<file path="config.mk">
export PLATFORM = sky130hd
export DESIGN_NAME = swk_cfg_regs
export DESIGN_NICKNAME = d
export VERILOG_FILES = /design/src/core/swk_pkg.sv /design/src/core/swk_filt_if.sv /design/src/core/swk_cfg_regs.sv /design/src/core/swk_dom_filter.sv
export SDC_FILE = /design/constraint.sdc
export NUM_CORES = 1
export LEC_CHECK = 0
export BUFFER_PORTS_ARGS = -buffer_cell sky130_fd_sc_hd__buf_2
export CAP_MARGIN = 40
export CORE_MARGIN = 1.5
export CORE_UTILIZATION = 35
export CTS_CLUSTER_SIZE = 16
export DETAILED_ROUTE_END_ITERATION = 10
export PLACE_DENSITY = 0.54
export SLEW_MARGIN = 20
export SYNTH_ARGS = -nofsm -noshare
export SYNTH_HDL_FRONTEND = slang
export SYNTH_SLANG_ARGS = --single-unit
export TNS_END_PERCENT = 5
</file>
<file path="constraint.sdc">
create_clock -name core_clk_i -period 3 [get_ports core_clk_i]
set_input_delay 0.15 -clock core_clk_i [delete_from_list [all_inputs] [get_ports core_clk_i]]
set_output_delay 0.15 -clock core_clk_i [all_outputs]
set_load 0.01 [all_outputs]
</file>
<file path="src/core/swk_pkg.sv">
// package: register map, field layout and timing constants of the selective wake config bank
package swk_pkg;
  localparam int ADDR_W = 7;
  localparam int DATA_W = 8;

  localparam logic [6:0] ADDR_REF_BYTE3 = 7'h30;
  localparam logic [6:0] ADDR_REF_BYTE2 = 7'h31;
  localparam logic [6:0] ADDR_REF_BYTE1 = 7'h32;
  localparam logic [6:0] ADDR_REF_BYTE0 = 7'h33;
  localparam logic [6:0] ADDR_FD_CTRL   = 7'h34;
  localparam logic [6:0] ADDR_OSC_TRIM  = 7'h38;

  localparam logic [7:0] RST_REF_BYTE = 8'h00;
  localparam logic [7:0] RST_FD_CTRL  = 8'h00;
  localparam logic [7:0] FD_CTRL_WMASK = 8'h3f;

  localparam int FD_EN_BIT      = 0;
  localparam int FILT_LSB       = 1;
  localparam int FILT_MSB       = 3;
  localparam int BYP_BIT        = 4;
  localparam int ERR_OFF_BIT    = 5;

  localparam logic [1:0] TRIM_UNLOCK = 2'b11;

  // dominant filter times in ns and derived counts at 20 MHz
  localparam int CLK_PERIOD_NS  = 50;
  localparam int FILT_STEP_NS   = 50;
  localparam int FILT_LONG_NS   = 775;
  localparam logic [2:0] FILT_LONG_CODE = 3'h7;
  localparam int FILT_STEP_CYC  = FILT_STEP_NS / CLK_PERIOD_NS;
  localparam int FILT_LONG_CYC  = FILT_LONG_NS / CLK_PERIOD_NS;
  localparam int FILT_CNT_W     = 5;

  // payload length codes at or above this hold eight bytes
  localparam logic [3:0] LEN_FULL_CODE = 4'h8;
  localparam logic [3:0] LEN_MAX_BYTES = 4'h8;
  localparam int REF_BYTES = 4;
endpackage

</file>
<file path="src/core/swk_filt_if.sv">
// interface: dominant filter configuration and result between bank and filter
`timescale 1ns/1ps
interface swk_filt_if;
  logic [2:0] code;
  logic       rx_in;
  logic       rx_out;
  modport bank (output code, output rx_in, input rx_out);
  modport filt (input code, input rx_in, output rx_out);
endinterface

</file>
<file path="src/core/swk_cfg_regs.sv">
// selective wake configuration bank: reference payload, fd tolerance control, oscillator trim
//
// How it works
// - four 8-bit read-write reference payload bytes, bit 0 is lsb
// - payload bytes 3..0 sit at 0x30..0x33 in that order
// - power-on and soft reset clear payload bytes; restart leaves them alone
// - fd control bits 7:6 read zero and ignore writes
// - bit 5 disables error counter only while tolerant mode is on
// - hardware clears bit 5 when bus silence timeout expires
// - bit 4 bypasses the analog receive filter
// - bits 3:1 pick dominant filter 50..350 ns, code 7 is 775 ns
// - dominant filter stays active even with analog bypass set
// - bit 0 enables fd tolerant mode
// - fd control at 0x34, cleared by power-on and soft reset
// - trim writes accepted only when trim enable equals 11
// - trim bits 4:0 form a 32-step monotonic fine range
// - trim at 0x38 is not forced by any reset
// - length codes 0..7 give that many bytes, 8..15 give eight
`timescale 1ns/1ps
module swk_cfg_regs
  import swk_pkg::*;
(
  input  wire logic                      core_clk_i,
  input  wire logic                      sys_rst_i,
  input  wire logic                      soft_rst_i,
  input  wire logic                      restart_i,
  input  wire logic                      wr_en_i,
  input  wire logic                      rd_en_i,
  input  wire logic [swk_pkg::ADDR_W-1:0] addr_i,
  input  wire logic [swk_pkg::DATA_W-1:0] wdata_i,
  output logic      [swk_pkg::DATA_W-1:0] rdata_o,
  output logic                           addr_hit_o,
  input  wire logic [1:0]                trim_enable_i,
  input  wire logic                      silence_expired_i,
  input  wire logic                      rx_raw_i,
  output logic                           rx_filtered_o,
  output logic                           rx_analog_filter_bypass_o,
  output logic                           fd_tolerant_enable_o,
  output logic                           error_counter_active_o,
  output logic [swk_pkg::DATA_W-1:0]      oscillator_trim_value_o,
  input  wire logic [3:0]                frame_len_code_i,
  input  wire logic [31:0]               frame_data_i,
  input  wire logic                      frame_done_i,
  output logic                           payload_match_o
);
  import swk_pkg::*;

  // ----------------------------------------------------------------
  // storage
  // ----------------------------------------------------------------
  logic [DATA_W-1:0] ref_byte_r [REF_BYTES];
  logic              error_counter_off_r;
  logic              rx_analog_filter_bypass_r;
  logic [2:0]        dominant_filter_time_r;
  logic              fd_tolerant_enable_r;
  logic [DATA_W-1:0] trim_r;
  logic              match_r;
  logic [DATA_W-1:0] rdata_r;

  logic              clear_cfg;
  logic              wr_fd;
  logic              wr_trim;
  logic [DATA_W-1:0] fd_wval;
  logic [DATA_W-1:0] fd_ctrl_view;

  // restart is a separate event: payload and control are left as they are
  assign clear_cfg = sys_rst_i | soft_rst_i;
  assign wr_fd     = wr_en_i && (addr_i == ADDR_FD_CTRL);
  assign wr_trim   = wr_en_i && (addr_i == ADDR_OSC_TRIM)
                     && (trim_enable_i == TRIM_UNLOCK);
  assign fd_wval   = wdata_i & FD_CTRL_WMASK;

  // ----------------------------------------------------------------
  // reference payload bytes
  // ----------------------------------------------------------------
  // index 0 is byte 3 at the lowest address, so address order is kept
  always_ff @(posedge core_clk_i) begin
    for (int i = 0; i < REF_BYTES; i++) begin
      if (clear_cfg) begin
        ref_byte_r[i] <= RST_REF_BYTE;
      end else if (wr_en_i && addr_i == ADDR_W'(ADDR_REF_BYTE3 + ADDR_W'(i))) begin
        ref_byte_r[i] <= wdata_i;
      end
    end
  end

  // ----------------------------------------------------------------
  // fd tolerance control
  // ----------------------------------------------------------------
  always_ff @(posedge core_clk_i) begin
    if (clear_cfg) begin
      rx_analog_filter_bypass_r <= RST_FD_CTRL[BYP_BIT];
      dominant_filter_time_r    <= RST_FD_CTRL[FILT_MSB:FILT_LSB];
      fd_tolerant_enable_r      <= RST_FD_CTRL[FD_EN_BIT];
    end else if (wr_fd) begin
      rx_analog_filter_bypass_r <= fd_wval[BYP_BIT];
      dominant_filter_time_r    <= fd_wval[FILT_MSB:FILT_LSB];
      fd_tolerant_enable_r      <= fd_wval[FD_EN_BIT];
    end
  end

  // hardware clear wins over a host write in the same cycle, so an
  // expired silence timer is never masked by a late configuration write
  always_ff @(posedge core_clk_i) begin
    if (clear_cfg) begin
      error_counter_off_r <= RST_FD_CTRL[ERR_OFF_BIT];
    end else if (silence_expired_i) begin
      error_counter_off_r <= 1'b0;
    end else if (wr_fd) begin
      error_counter_off_r <= fd_wval[ERR_OFF_BIT];
    end
  end

  assign error_counter_active_o =
    !(error_counter_off_r && fd_tolerant_enable_r);
  assign rx_analog_filter_bypass_o = rx_analog_filter_bypass_r;
  assign fd_tolerant_enable_o      = fd_tolerant_enable_r;

  always_comb begin
    fd_ctrl_view = '0;
    fd_ctrl_view[ERR_OFF_BIT]       = error_counter_off_r;
    fd_ctrl_view[BYP_BIT]           = rx_analog_filter_bypass_r;
    fd_ctrl_view[FILT_MSB:FILT_LSB] = dominant_filter_time_r;
    fd_ctrl_view[FD_EN_BIT]         = fd_tolerant_enable_r;
  end

  // ----------------------------------------------------------------
  // dominant filter, digital and after the analog path
  // ----------------------------------------------------------------
  swk_filt_if filt_bus ();
  assign filt_bus.code  = dominant_filter_time_r;
  assign filt_bus.rx_in = rx_raw_i;

  swk_dom_filter u_dom_filter (
    .core_clk_i (core_clk_i),
    .sys_rst_i  (sys_rst_i),
    .flt        (filt_bus)
  );

  // bypass only steers the analog stage outside; this filter stays in
  assign rx_filtered_o = filt_bus.rx_out;

  // ----------------------------------------------------------------
  // oscillator trim
  // ----------------------------------------------------------------
  // no reset term: trim keeps its value across every reset kind;
  // the host must unlock before writing; bits 7:5 are stored as written
  always_ff @(posedge core_clk_i) begin
    if (wr_trim) begin
      trim_r <= wdata_i;
    end
  end

  // low five bits drive the monotonic fine range directly
  assign oscillator_trim_value_o = trim_r;

  // ----------------------------------------------------------------
  // payload comparison
  // ----------------------------------------------------------------
  logic [3:0] active_bytes;
  logic       all_match;

  always_comb begin
    if (frame_len_code_i >= LEN_FULL_CODE) begin
      active_bytes = LEN_MAX_BYTES;
    end else begin
      active_bytes = frame_len_code_i;
    end
  end

  // frame_data_i holds bytes 3..0 as [31:24]..[7:0]; a byte takes part
  // when its index is below the active count
  always_comb begin
    all_match = 1'b1;
    for (int b = 0; b < REF_BYTES; b++) begin
      if (4'(b) < active_bytes &&
          frame_data_i[b*DATA_W +: DATA_W] != ref_byte_r[REF_BYTES-1-b]) begin
        all_match = 1'b0;
      end
    end
  end

  always_ff @(posedge core_clk_i) begin
    if (clear_cfg) begin
      match_r <= 1'b0;
    end else if (frame_done_i) begin
      match_r <= all_match;
    end
  end

  assign payload_match_o = match_r;

  // ----------------------------------------------------------------
  // read path
  // ----------------------------------------------------------------
  always_comb begin
    addr_hit_o = 1'b1;
    unique case (addr_i)
      ADDR_REF_BYTE3, ADDR_REF_BYTE2, ADDR_REF_BYTE1, ADDR_REF_BYTE0,
      ADDR_FD_CTRL, ADDR_OSC_TRIM: addr_hit_o = 1'b1;
      default: addr_hit_o = 1'b0;
    endcase
  end

  always_ff @(posedge core_clk_i) begin
    if (sys_rst_i) begin
      rdata_r <= '0;
    end else if (rd_en_i) begin
      unique case (addr_i)
        ADDR_REF_BYTE3: rdata_r <= ref_byte_r[0];
        ADDR_REF_BYTE2: rdata_r <= ref_byte_r[1];
        ADDR_REF_BYTE1: rdata_r <= ref_byte_r[2];
        ADDR_REF_BYTE0: rdata_r <= ref_byte_r[3];
        ADDR_FD_CTRL:   rdata_r <= fd_ctrl_view;
        ADDR_OSC_TRIM:  rdata_r <= trim_r;
        default:        rdata_r <= '0;
      endcase
    end
  end

  assign rdata_o = rdata_r;

  // restart_i is accepted for completeness; only restart_seen_r follows it, and no payload, control or trim value changes
  logic restart_seen_r;
  always_ff @(posedge core_clk_i) begin
    if (sys_rst_i) begin
      restart_seen_r <= 1'b0;
    end else begin
      restart_seen_r <= restart_i;
    end
  end
endmodule // swk_cfg_regs

</file>
<file path="src/core/swk_dom_filter.sv">
// dominant pulse filter: passes dominant only after it has lasted the selected time
`timescale 1ns/1ps
module swk_dom_filter
  import swk_pkg::*;
(
  input  wire logic core_clk_i,
  input  wire logic sys_rst_i,
  swk_filt_if.filt  flt
);
  import swk_pkg::*;

  logic [FILT_CNT_W-1:0] need;
  logic [FILT_CNT_W-1:0] cnt_r;
  logic                  out_r;

  // long code is 775 ns; others step by 50 ns; counts round down
  always_comb begin
    if (flt.code == FILT_LONG_CODE) begin
      need = FILT_CNT_W'(FILT_LONG_CYC);
    end else begin
      need = FILT_CNT_W'((32'(flt.code) + 1) * FILT_STEP_CYC);
    end
  end

  // rx_in low means dominant; recessive releases at once
  always_ff @(posedge core_clk_i) begin
    if (sys_rst_i) begin
      cnt_r <= '0;
      out_r <= 1'b1;
    end else if (flt.rx_in) begin
      cnt_r <= '0;
      out_r <= 1'b1;
    end else if (cnt_r + 1'b1 >= need) begin
      out_r <= 1'b0;
    end else begin
      cnt_r <= cnt_r + 1'b1;
    end
  end

  assign flt.rx_out = out_r;
endmodule // swk_dom_filter

</file>
==> flow_metrics.tcl, run 1 <==
set metrics [dict create \
    synth_nets 339 \
    relSlewSlack_pct 45.58 \
    ant_nets 0 \
    path_buf_inv 0 \
    ff2ff_setup_slack_ns 0.61 \
    ir_drop_v 0.0001778 \
    whs_path_depth 3 \
    crit_arrival_ns 2.66 \
    die_x_um 97.71 \
    overflow 0 \
    wl_um 8417 \
    worst_slew_pin_slew_ns 0.8145 \
    root_buffer "clkbuf_8" \
    synthXorXnorAreaFrac_pct 10.04 \
    fin_crit_ns 2.389 \
    die-area_mm2 0.009546 \
    synth_top_family_by_area "simple AND/OR/NAND/NOR gates" \
    syn_area_mm2 0.003139 \
    clockPowerShare_pct 34.4 \
    synthCells 271 \
    gp_congestion 0.7868 \
    hold_path.class "in2reg" \
    grt_pass1_vias 2289 \
    final_util_pct 44.18 \
    ios 84 \
    swShare_pct 24.43 \
    num_vias 2371 \
    rsz0062_at_grt "no" \
    final_hold_viol_count 0 \
    finalMaxSlewViolations 0 \
    yosysSeqAreaShare_pct 51.65 \
    cts_resized 0 \
    yosys_warnings 0 \
    initial_core_util_pct 36.00 \
    wl_per_cell_um 17.76 \
    r2r_end "u_dom_filter.cnt_r[2]" \
    min_to "u_dom_filter.flt.rx_out" \
    dpl.hpwl_um 6530 \
    core.rowCount 34 \
    cts_inserted_buffers 9 \
    slowest_stage "or4_1" \
    synthAdderAreaFrac_pct 2.391 \
    drive_above_1_share_pct 30.05 \
    chipHeight_um 97.71 \
    area_growth_pct 22.72 \
    synthSimpleGateAreaFrac_pct 16.50 \
    critPathKind "reg2reg" \
    leakage_nw 1.592 \
    synth_mux_area_share_pct 7.971 \
    grtUsageTotal_pct 18.10 \
    setup.worst_path.end_class "flip-flop" \
    drt_iter0_drc 118 \
    cp_slowest_stage_delay_ns 0.40 \
    clk_pin_slew_ns 0.06 \
    internal-power_mw 1.308 \
    clk_path_buf_depth 2 \
    diodes 0 \
    cap_viol_max_count 0 \
    tns_ns 0 \
    clkLatencyLatePin_ns 0.33 \
    post_cts_buffers 0 \
    min_period_over_period_pct 79.62 \
    cts.sinks 61 \
    skew_ns 0.005944 \
    hold_start "rx_raw_i" \
    crit_chain "ha_1 > nand2_1 > nand2_1 > ha_1 > nand2b_1 > a21o_1 > a21o_1 > a211o_4 > or4_1 > nand2_1" \
    synth_seq_cells 61 \
    cts_tree "yes" \
    drc 0 \
    cp.required_ns 3.27 \
    combPwrFrac_pct 10.9 \
    yosysUniqueCellTypes 36 \
    path_delay_family "simple AND/OR/NAND/NOR gates" \
    vias_per_cell 5.002 \
    antenna_found_initial 0 \
    cpMostUsedCell "nand2_1" \
    power_frac_seq_pct 54.7 \
    cp-start-kind "flip-flop" \
    synth_compound_area_share_pct 9.605 \
    power.density_mw_per_mm2 449.4 \
    max_freq_mhz 418.6 \
    core_mm2 0.008721 \
    fin_nets 429 \
    drtPass1Iterations 4 \
    grt_pass1_wl_um 12970 \
    htreeDepth 3 \
    syn_avg_cell_area_um2 11.58 \
    ctsHoldBuffers 1 \
    grt_max_degree 17 \
    worst_r2r_path_depth 10 \
    path_max_fanout 8 \
    setup_viol 0 \
    p_sw_uw 422.9 \
    status "finished clean" \
    portBuffers 82 \
    reg2reg_from "dominant_filter_time_r[0]" \
]
-- cell usage in the layout (no fill, tap or decap), types with 2 or more instances in the layout --
master    Yosys  final
a211oi_1      9      9
a21o_1        3      3
a21oi_1       5      5
a22o_1        6      6
a22oi_1       6      6
a32oi_1       2      2
and2_1       32     32
buf_2         4     82
buf_4         0      7
clkbuf_1      5      4
clkbuf_8      0      9
clkinv_1      0      2
dfxtp_1      21     21
edfxtp_1     40     40
ha_1          6      6
inv_1         3      3
mux2i_1       7      7
mux4_2        8      8
nand2_1      10     10
nand2b_1      3      3
nand3_1       6      6
nand4_1       5      5
nor2_1       22     22
nor2b_1       3      3
nor3_1        5      5
nor4_1        4      4
o21ai_0       8      8
or3_1         2      2
xnor2_1      18     18
xor2_1       18     18
-- state kept, by name, indices dropped and copies added (netlist names) --
register                   flops
ref_byte_r                    32
oscillator_trim_value_o        8
rdata_o                        8
u_dom_filter.cnt_r             5
dominant_filter_time_r         3
error_counter_off_r            1
fd_tolerant_enable_o           1
payload_match_o                1
rx_analog_filter_bypass_o      1
u_dom_filter.flt.rx_out        1
-- through the flow --
step                area [µm²]  std cells  power (mW)  hold WS, ns  setup slack (ns)
global route              3852        474       1.807      0.06394            0.4664
floorplan                 3139        271       1.053       0.2293            0.7394
global placement          3691        457       1.152       0.3188            0.6538
CTS                       3852        474       1.750      0.03514            0.6095
finish                    3852        474       1.731      0.05201            0.6113
detailed placement        3691        457       1.154       0.3192            0.6489
-- cells in the mapped netlist (all sizes together) --
cell | count | area (µm²)
nand3 | 6 | 30.03
a211o | 1 | 17.52
ha | 6 | 75.07
o211ai | 1 | 7.510
a32oi | 2 | 17.52
nor2 | 22 | 82.58
inv | 3 | 11.26
edfxtp | 40 | 1201
or4 | 1 | 7.510
nand2b | 3 | 18.77
or2 | 1 | 6.260
o22ai | 1 | 6.260
xor2 | 18 | 157.7
nor3b | 1 | 7.510
dfxtp | 21 | 420.4
nor2b | 3 | 18.77
nor3 | 5 | 25.02
nand2 | 10 | 37.54
a21o | 3 | 22.52
a21oi | 5 | 25.02
a22o | 6 | 52.55
and2 | 32 | 200.2
mux4 | 8 | 180.2
and3 | 1 | 7.510
nand3b | 1 | 7.510
o21ai | 8 | 40.04
nand4 | 5 | 31.28
a22oi | 6 | 45.04
buf | 6 | 27.53
or3 | 2 | 12.51
nor4 | 4 | 25.02
a211oi | 9 | 67.56
xnor2 | 18 | 157.7
clkbuf | 5 | 18.77
mux2i | 7 | 70.07
-- final cells by class --
class	count	area (µm²)
fill	854	4868
sequential	61	1622
inverter	3	11.26
tap	108	135.1
timing repair buffer	90	473.0
clock inverter	3	12.51
multi-input combinational	196	1460
clock buffer	13	138.9
-- per-layer routing --
layer,global-route usage [%],up-vias,share of wire [%]
met5,0,-,0
met4,5.275,0,1.0
met3,3.669,8,5.4
met2,26.28,78,42
met1,27.28,1109,52
li1,-,1176,-
-- how the worst max path moves through the flow --
stage | cells after the start | from | endpoint | slack (ns)
2_1_floorplan | 10 | dominant_filter_time_r[0] | u_dom_filter.cnt_r[2] | 0.74
3_3_place_gp | 10 | dominant_filter_time_r[0] | u_dom_filter.cnt_r[2] | 0.65
3_5_place_dp | 10 | dominant_filter_time_r[0] | u_dom_filter.cnt_r[2] | 0.65
4_1_cts | 10 | dominant_filter_time_r[0] | u_dom_filter.cnt_r[2] | 0.61
5_1_grt | 10 | dominant_filter_time_r[0] | u_dom_filter.cnt_r[2] | 0.47
6_report | 10 | dominant_filter_time_r[0] | u_dom_filter.cnt_r[2] | 0.61
-- power by group through the flow --
stage / Combinational [mW] / Clock, mW / Sequential, mW
finish: 0.188 / 0.595 / 0.947
detailed placement: 0.189 / 0 / 0.965
floorplan: 0.0955 / 0 / 0.958
CTS: 0.190 / 0.613 / 0.947
global placement: 0.187 / 0 / 0.965
global route: 0.205 / 0.652 / 0.949
-- tightest hold or removal path, cell delays in order --
cell and delay [ns]:
buf_2 0.08, nor2_1 0.06, o21ai_0 0.06
-- cell families (layout without fill, tap and decap cells) --
group,after synthesis,in the layout
AOI/OAI and AO/OA,42,42
xor gates and xnor gates,36,36
adders and majority gates,6,6
buffers and inverters,14,109
DFF,61,61
muxes,15,15
and+or+nand+nor,97,97
Note: power is estimated with default switching activity, not from simulation.
==> run 2: changes to the inputs <==
clock period = 2.3 ns   (was 3 ns; I/O delays follow)
==> run 2 against run 1 <==
Against the previous run: clock skew is essentially flat; routed wire length increased by 3.7%; via count grew 2.5%; first-iteration DRC count increased by 18%; largest power group unchanged; die area did not move; core utilization increased by 1.1 points; cell count rose by 1.3%; count of clock-buffer cells in the layout is 2 higher; global-route usage increased by 0.65 points; total power increased by 37%; clock power up 50%.
==> flow_metrics.tcl, run 2 (same netlist as run 1, synthesis figures left out) <==
set metrics [dict create \
    status "finished clean" \
    fin_nets 435 \
    internal-power_mw 1.803 \
    clk_path_buf_depth 2 \
    cpMostUsedCell "nand2_1" \
    drt_iter0_drc 139 \
    relSlewSlack_pct 64.05 \
    drc 0 \
    reg2reg_from "dominant_filter_time_r[1]" \
    overflow 0 \
    power.density_mw_per_mm2 600.6 \
    root_buffer "clkbuf_8" \
    cts_inserted_buffers 9 \
    fin_crit_ns 2.237 \
    cp_slowest_stage_delay_ns 0.41 \
    finalMaxSlewViolations 0 \
    vias_per_cell 5.065 \
    ff2ff_setup_slack_ns 0.06 \
    worst_r2r_path_depth 10 \
    final_cells 480 \
    ant_nets 0 \
    placed_area_mm2 0.003736 \
    skew_ns 0.005960 \
    rsz0062_at_grt "no" \
    path_delay_family "simple AND/OR/NAND/NOR gates" \
    crit_path_end "u_dom_filter.cnt_r[2]" \
    initial_core_util_pct 36.00 \
    hold_path.class "in2reg" \
    dp.cells 463 \
    setup_viol 0 \
    portBuffers 82 \
    ios 84 \
    leakage_nw 1.641 \
    setup.worst_path.end_class "flip-flop" \
    finalInstanceArea_mm2 0.003951 \
    grt_pass1_wl_um 13230 \
    cts_tree "yes" \
    num_vias 2431 \
    grtUsageTotal_pct 18.75 \
    core.rowCount 34 \
    final_hold_viol_count 0 \
    chipHeight_um 97.71 \
    clockPowerShare_pct 37.5 \
    drtPass1Iterations 4 \
    cp.required_ns 2.58 \
    drive_above_1_share_pct 33.33 \
    antenna_found_initial 0 \
    wl_per_cell_um 18.19 \
    clkLatencyLatePin_ns 0.33 \
    ir_drop_v 0.0002568 \
    most-common-layout-cells "buf_2, edfxtp_1, and2_1" \
    path_buf_inv 0 \
    htreeDepth 3 \
    min_period_over_period_pct 97.27 \
    diodes 0 \
    slowest_stage "or4_1" \
    wl_um 8730 \
    largest_register_ffs 32 \
    crit_cells 10 \
    swShare_pct 24.04 \
    die-area_mm2 0.009546 \
    path_max_fanout 7 \
    die_x_um 97.71 \
    post_cts_buffers 0 \
    cts.sinks 61 \
    crit_chain "ha_4 > nand2_1 > nand2_1 > ha_1 > nand2b_1 > a21o_1 > a21o_1 > a211o_4 > or4_1 > nand2_1" \
    critPathLaunch "dominant_filter_time_r[1]" \
    critPathKind "reg2reg" \
    grt_max_degree 17 \
    core_mm2 0.008721 \
    final_util_pct 45.31 \
    p_sw_uw 570.5 \
    power_frac_seq_pct 52.1 \
    dpl.hpwl_um 6842 \
    top_register "ref_byte_r" \
    gp_congestion 0.8148 \
    crit_arrival_ns 2.51 \
    final_common_cell "buf_2" \
    max_freq_mhz 447.0 \
    area_growth_pct 25.87 \
    combPwrFrac_pct 10.4 \
    worst_slew_pin_slew_ns 0.5373 \
    r2r_end "u_dom_filter.cnt_r[2]" \
    cap_viol_max_count 0 \
    clk_pin_slew_ns 0.06 \
    cp-start-kind "flip-flop" \
    grt_pass1_vias 2374 \
]
[run 2: cell types whose count changed in the layout (fill, tap and decap cells not counted), sizes merged]
cell,delta
clkbuf,+2
buf,+6
clkinv,-2
[run 2: worst min-delay path: stages]
cell     delay (ns)
buf_2          0.08
nor2_1         0.06
o21ai_0        0.06
[run 2: power groups by stage]
| stage | Clock [mW] | Sequential (mW) | Combinational, mW |
|---|---|---|---|
| after floorplan | 0 | 1.25 | 0.125 |
| after global placement | 0 | 1.26 | 0.244 |
| after detailed placement | 0 | 1.26 | 0.249 |
| after CTS | 0.902 | 1.24 | 0.251 |
| after global routing | 0.950 | 1.24 | 0.270 |
| final | 0.890 | 1.24 | 0.247 |
[run 2: final cells by class]
cell class / count / area (µm²)
Tap cell: 108 / 135.1
Inverter: 3 / 11.26
Timing Repair Buffer: 96 / 518.0
Clock inverter: 1 / 5.005
Clock buffer: 15 / 176.4
Multi-Input combinational cell: 196 / 1481
Sequential cell: 61 / 1624
Fill cell: 860 / 4770
[run 2: how the worst min path moves through the flow]
stage                       from                      end  slack (ns)  depth (start not counted)
3_3_place_gp   silence_expired_i      error_counter_off_r        0.28                          2
4_1_cts                 rx_raw_i  u_dom_filter.flt.rx_out       0.003                          3
6_report                rx_raw_i  u_dom_filter.flt.rx_out        0.02                          3
3_5_place_dp   silence_expired_i      error_counter_off_r        0.29                          2
5_1_grt                 rx_raw_i  u_dom_filter.flt.rx_out        0.01                          3
2_1_floorplan  silence_expired_i      error_counter_off_r        0.19                          1
[run 2: through the flow]
stage               setup slack (ns)   TNS (ns)  power (mW)  hold WS, ns
floorplan                    0.03941          0       1.374       0.1943
global placement             0.04070          0       1.502       0.2831
detailed placement         -0.004592  -0.004592       1.508       0.2868
CTS                         0.001033          0       2.387     0.003184
global route                0.003596          0       2.458      0.01432
finish                       0.06279          0       2.373      0.01615
[run 2: repair_timing]
action	4_1_cts	5_1_grt
cloned	0	0
hold buffers	1	0
gates resized for setup	1	5
hold endpoints to repair	1	0
endpoints found under the setup margin	2	4
pin swaps	1	3
[run 2: metal layers]
layer	up-vias	track usage (%)	wire, µm
li1	1184	-	-
met4	0	5.275	108
met1	1158	27.29	4278
met5	-	0	0
met2	80	28.37	3883
met3	9	3.885	459
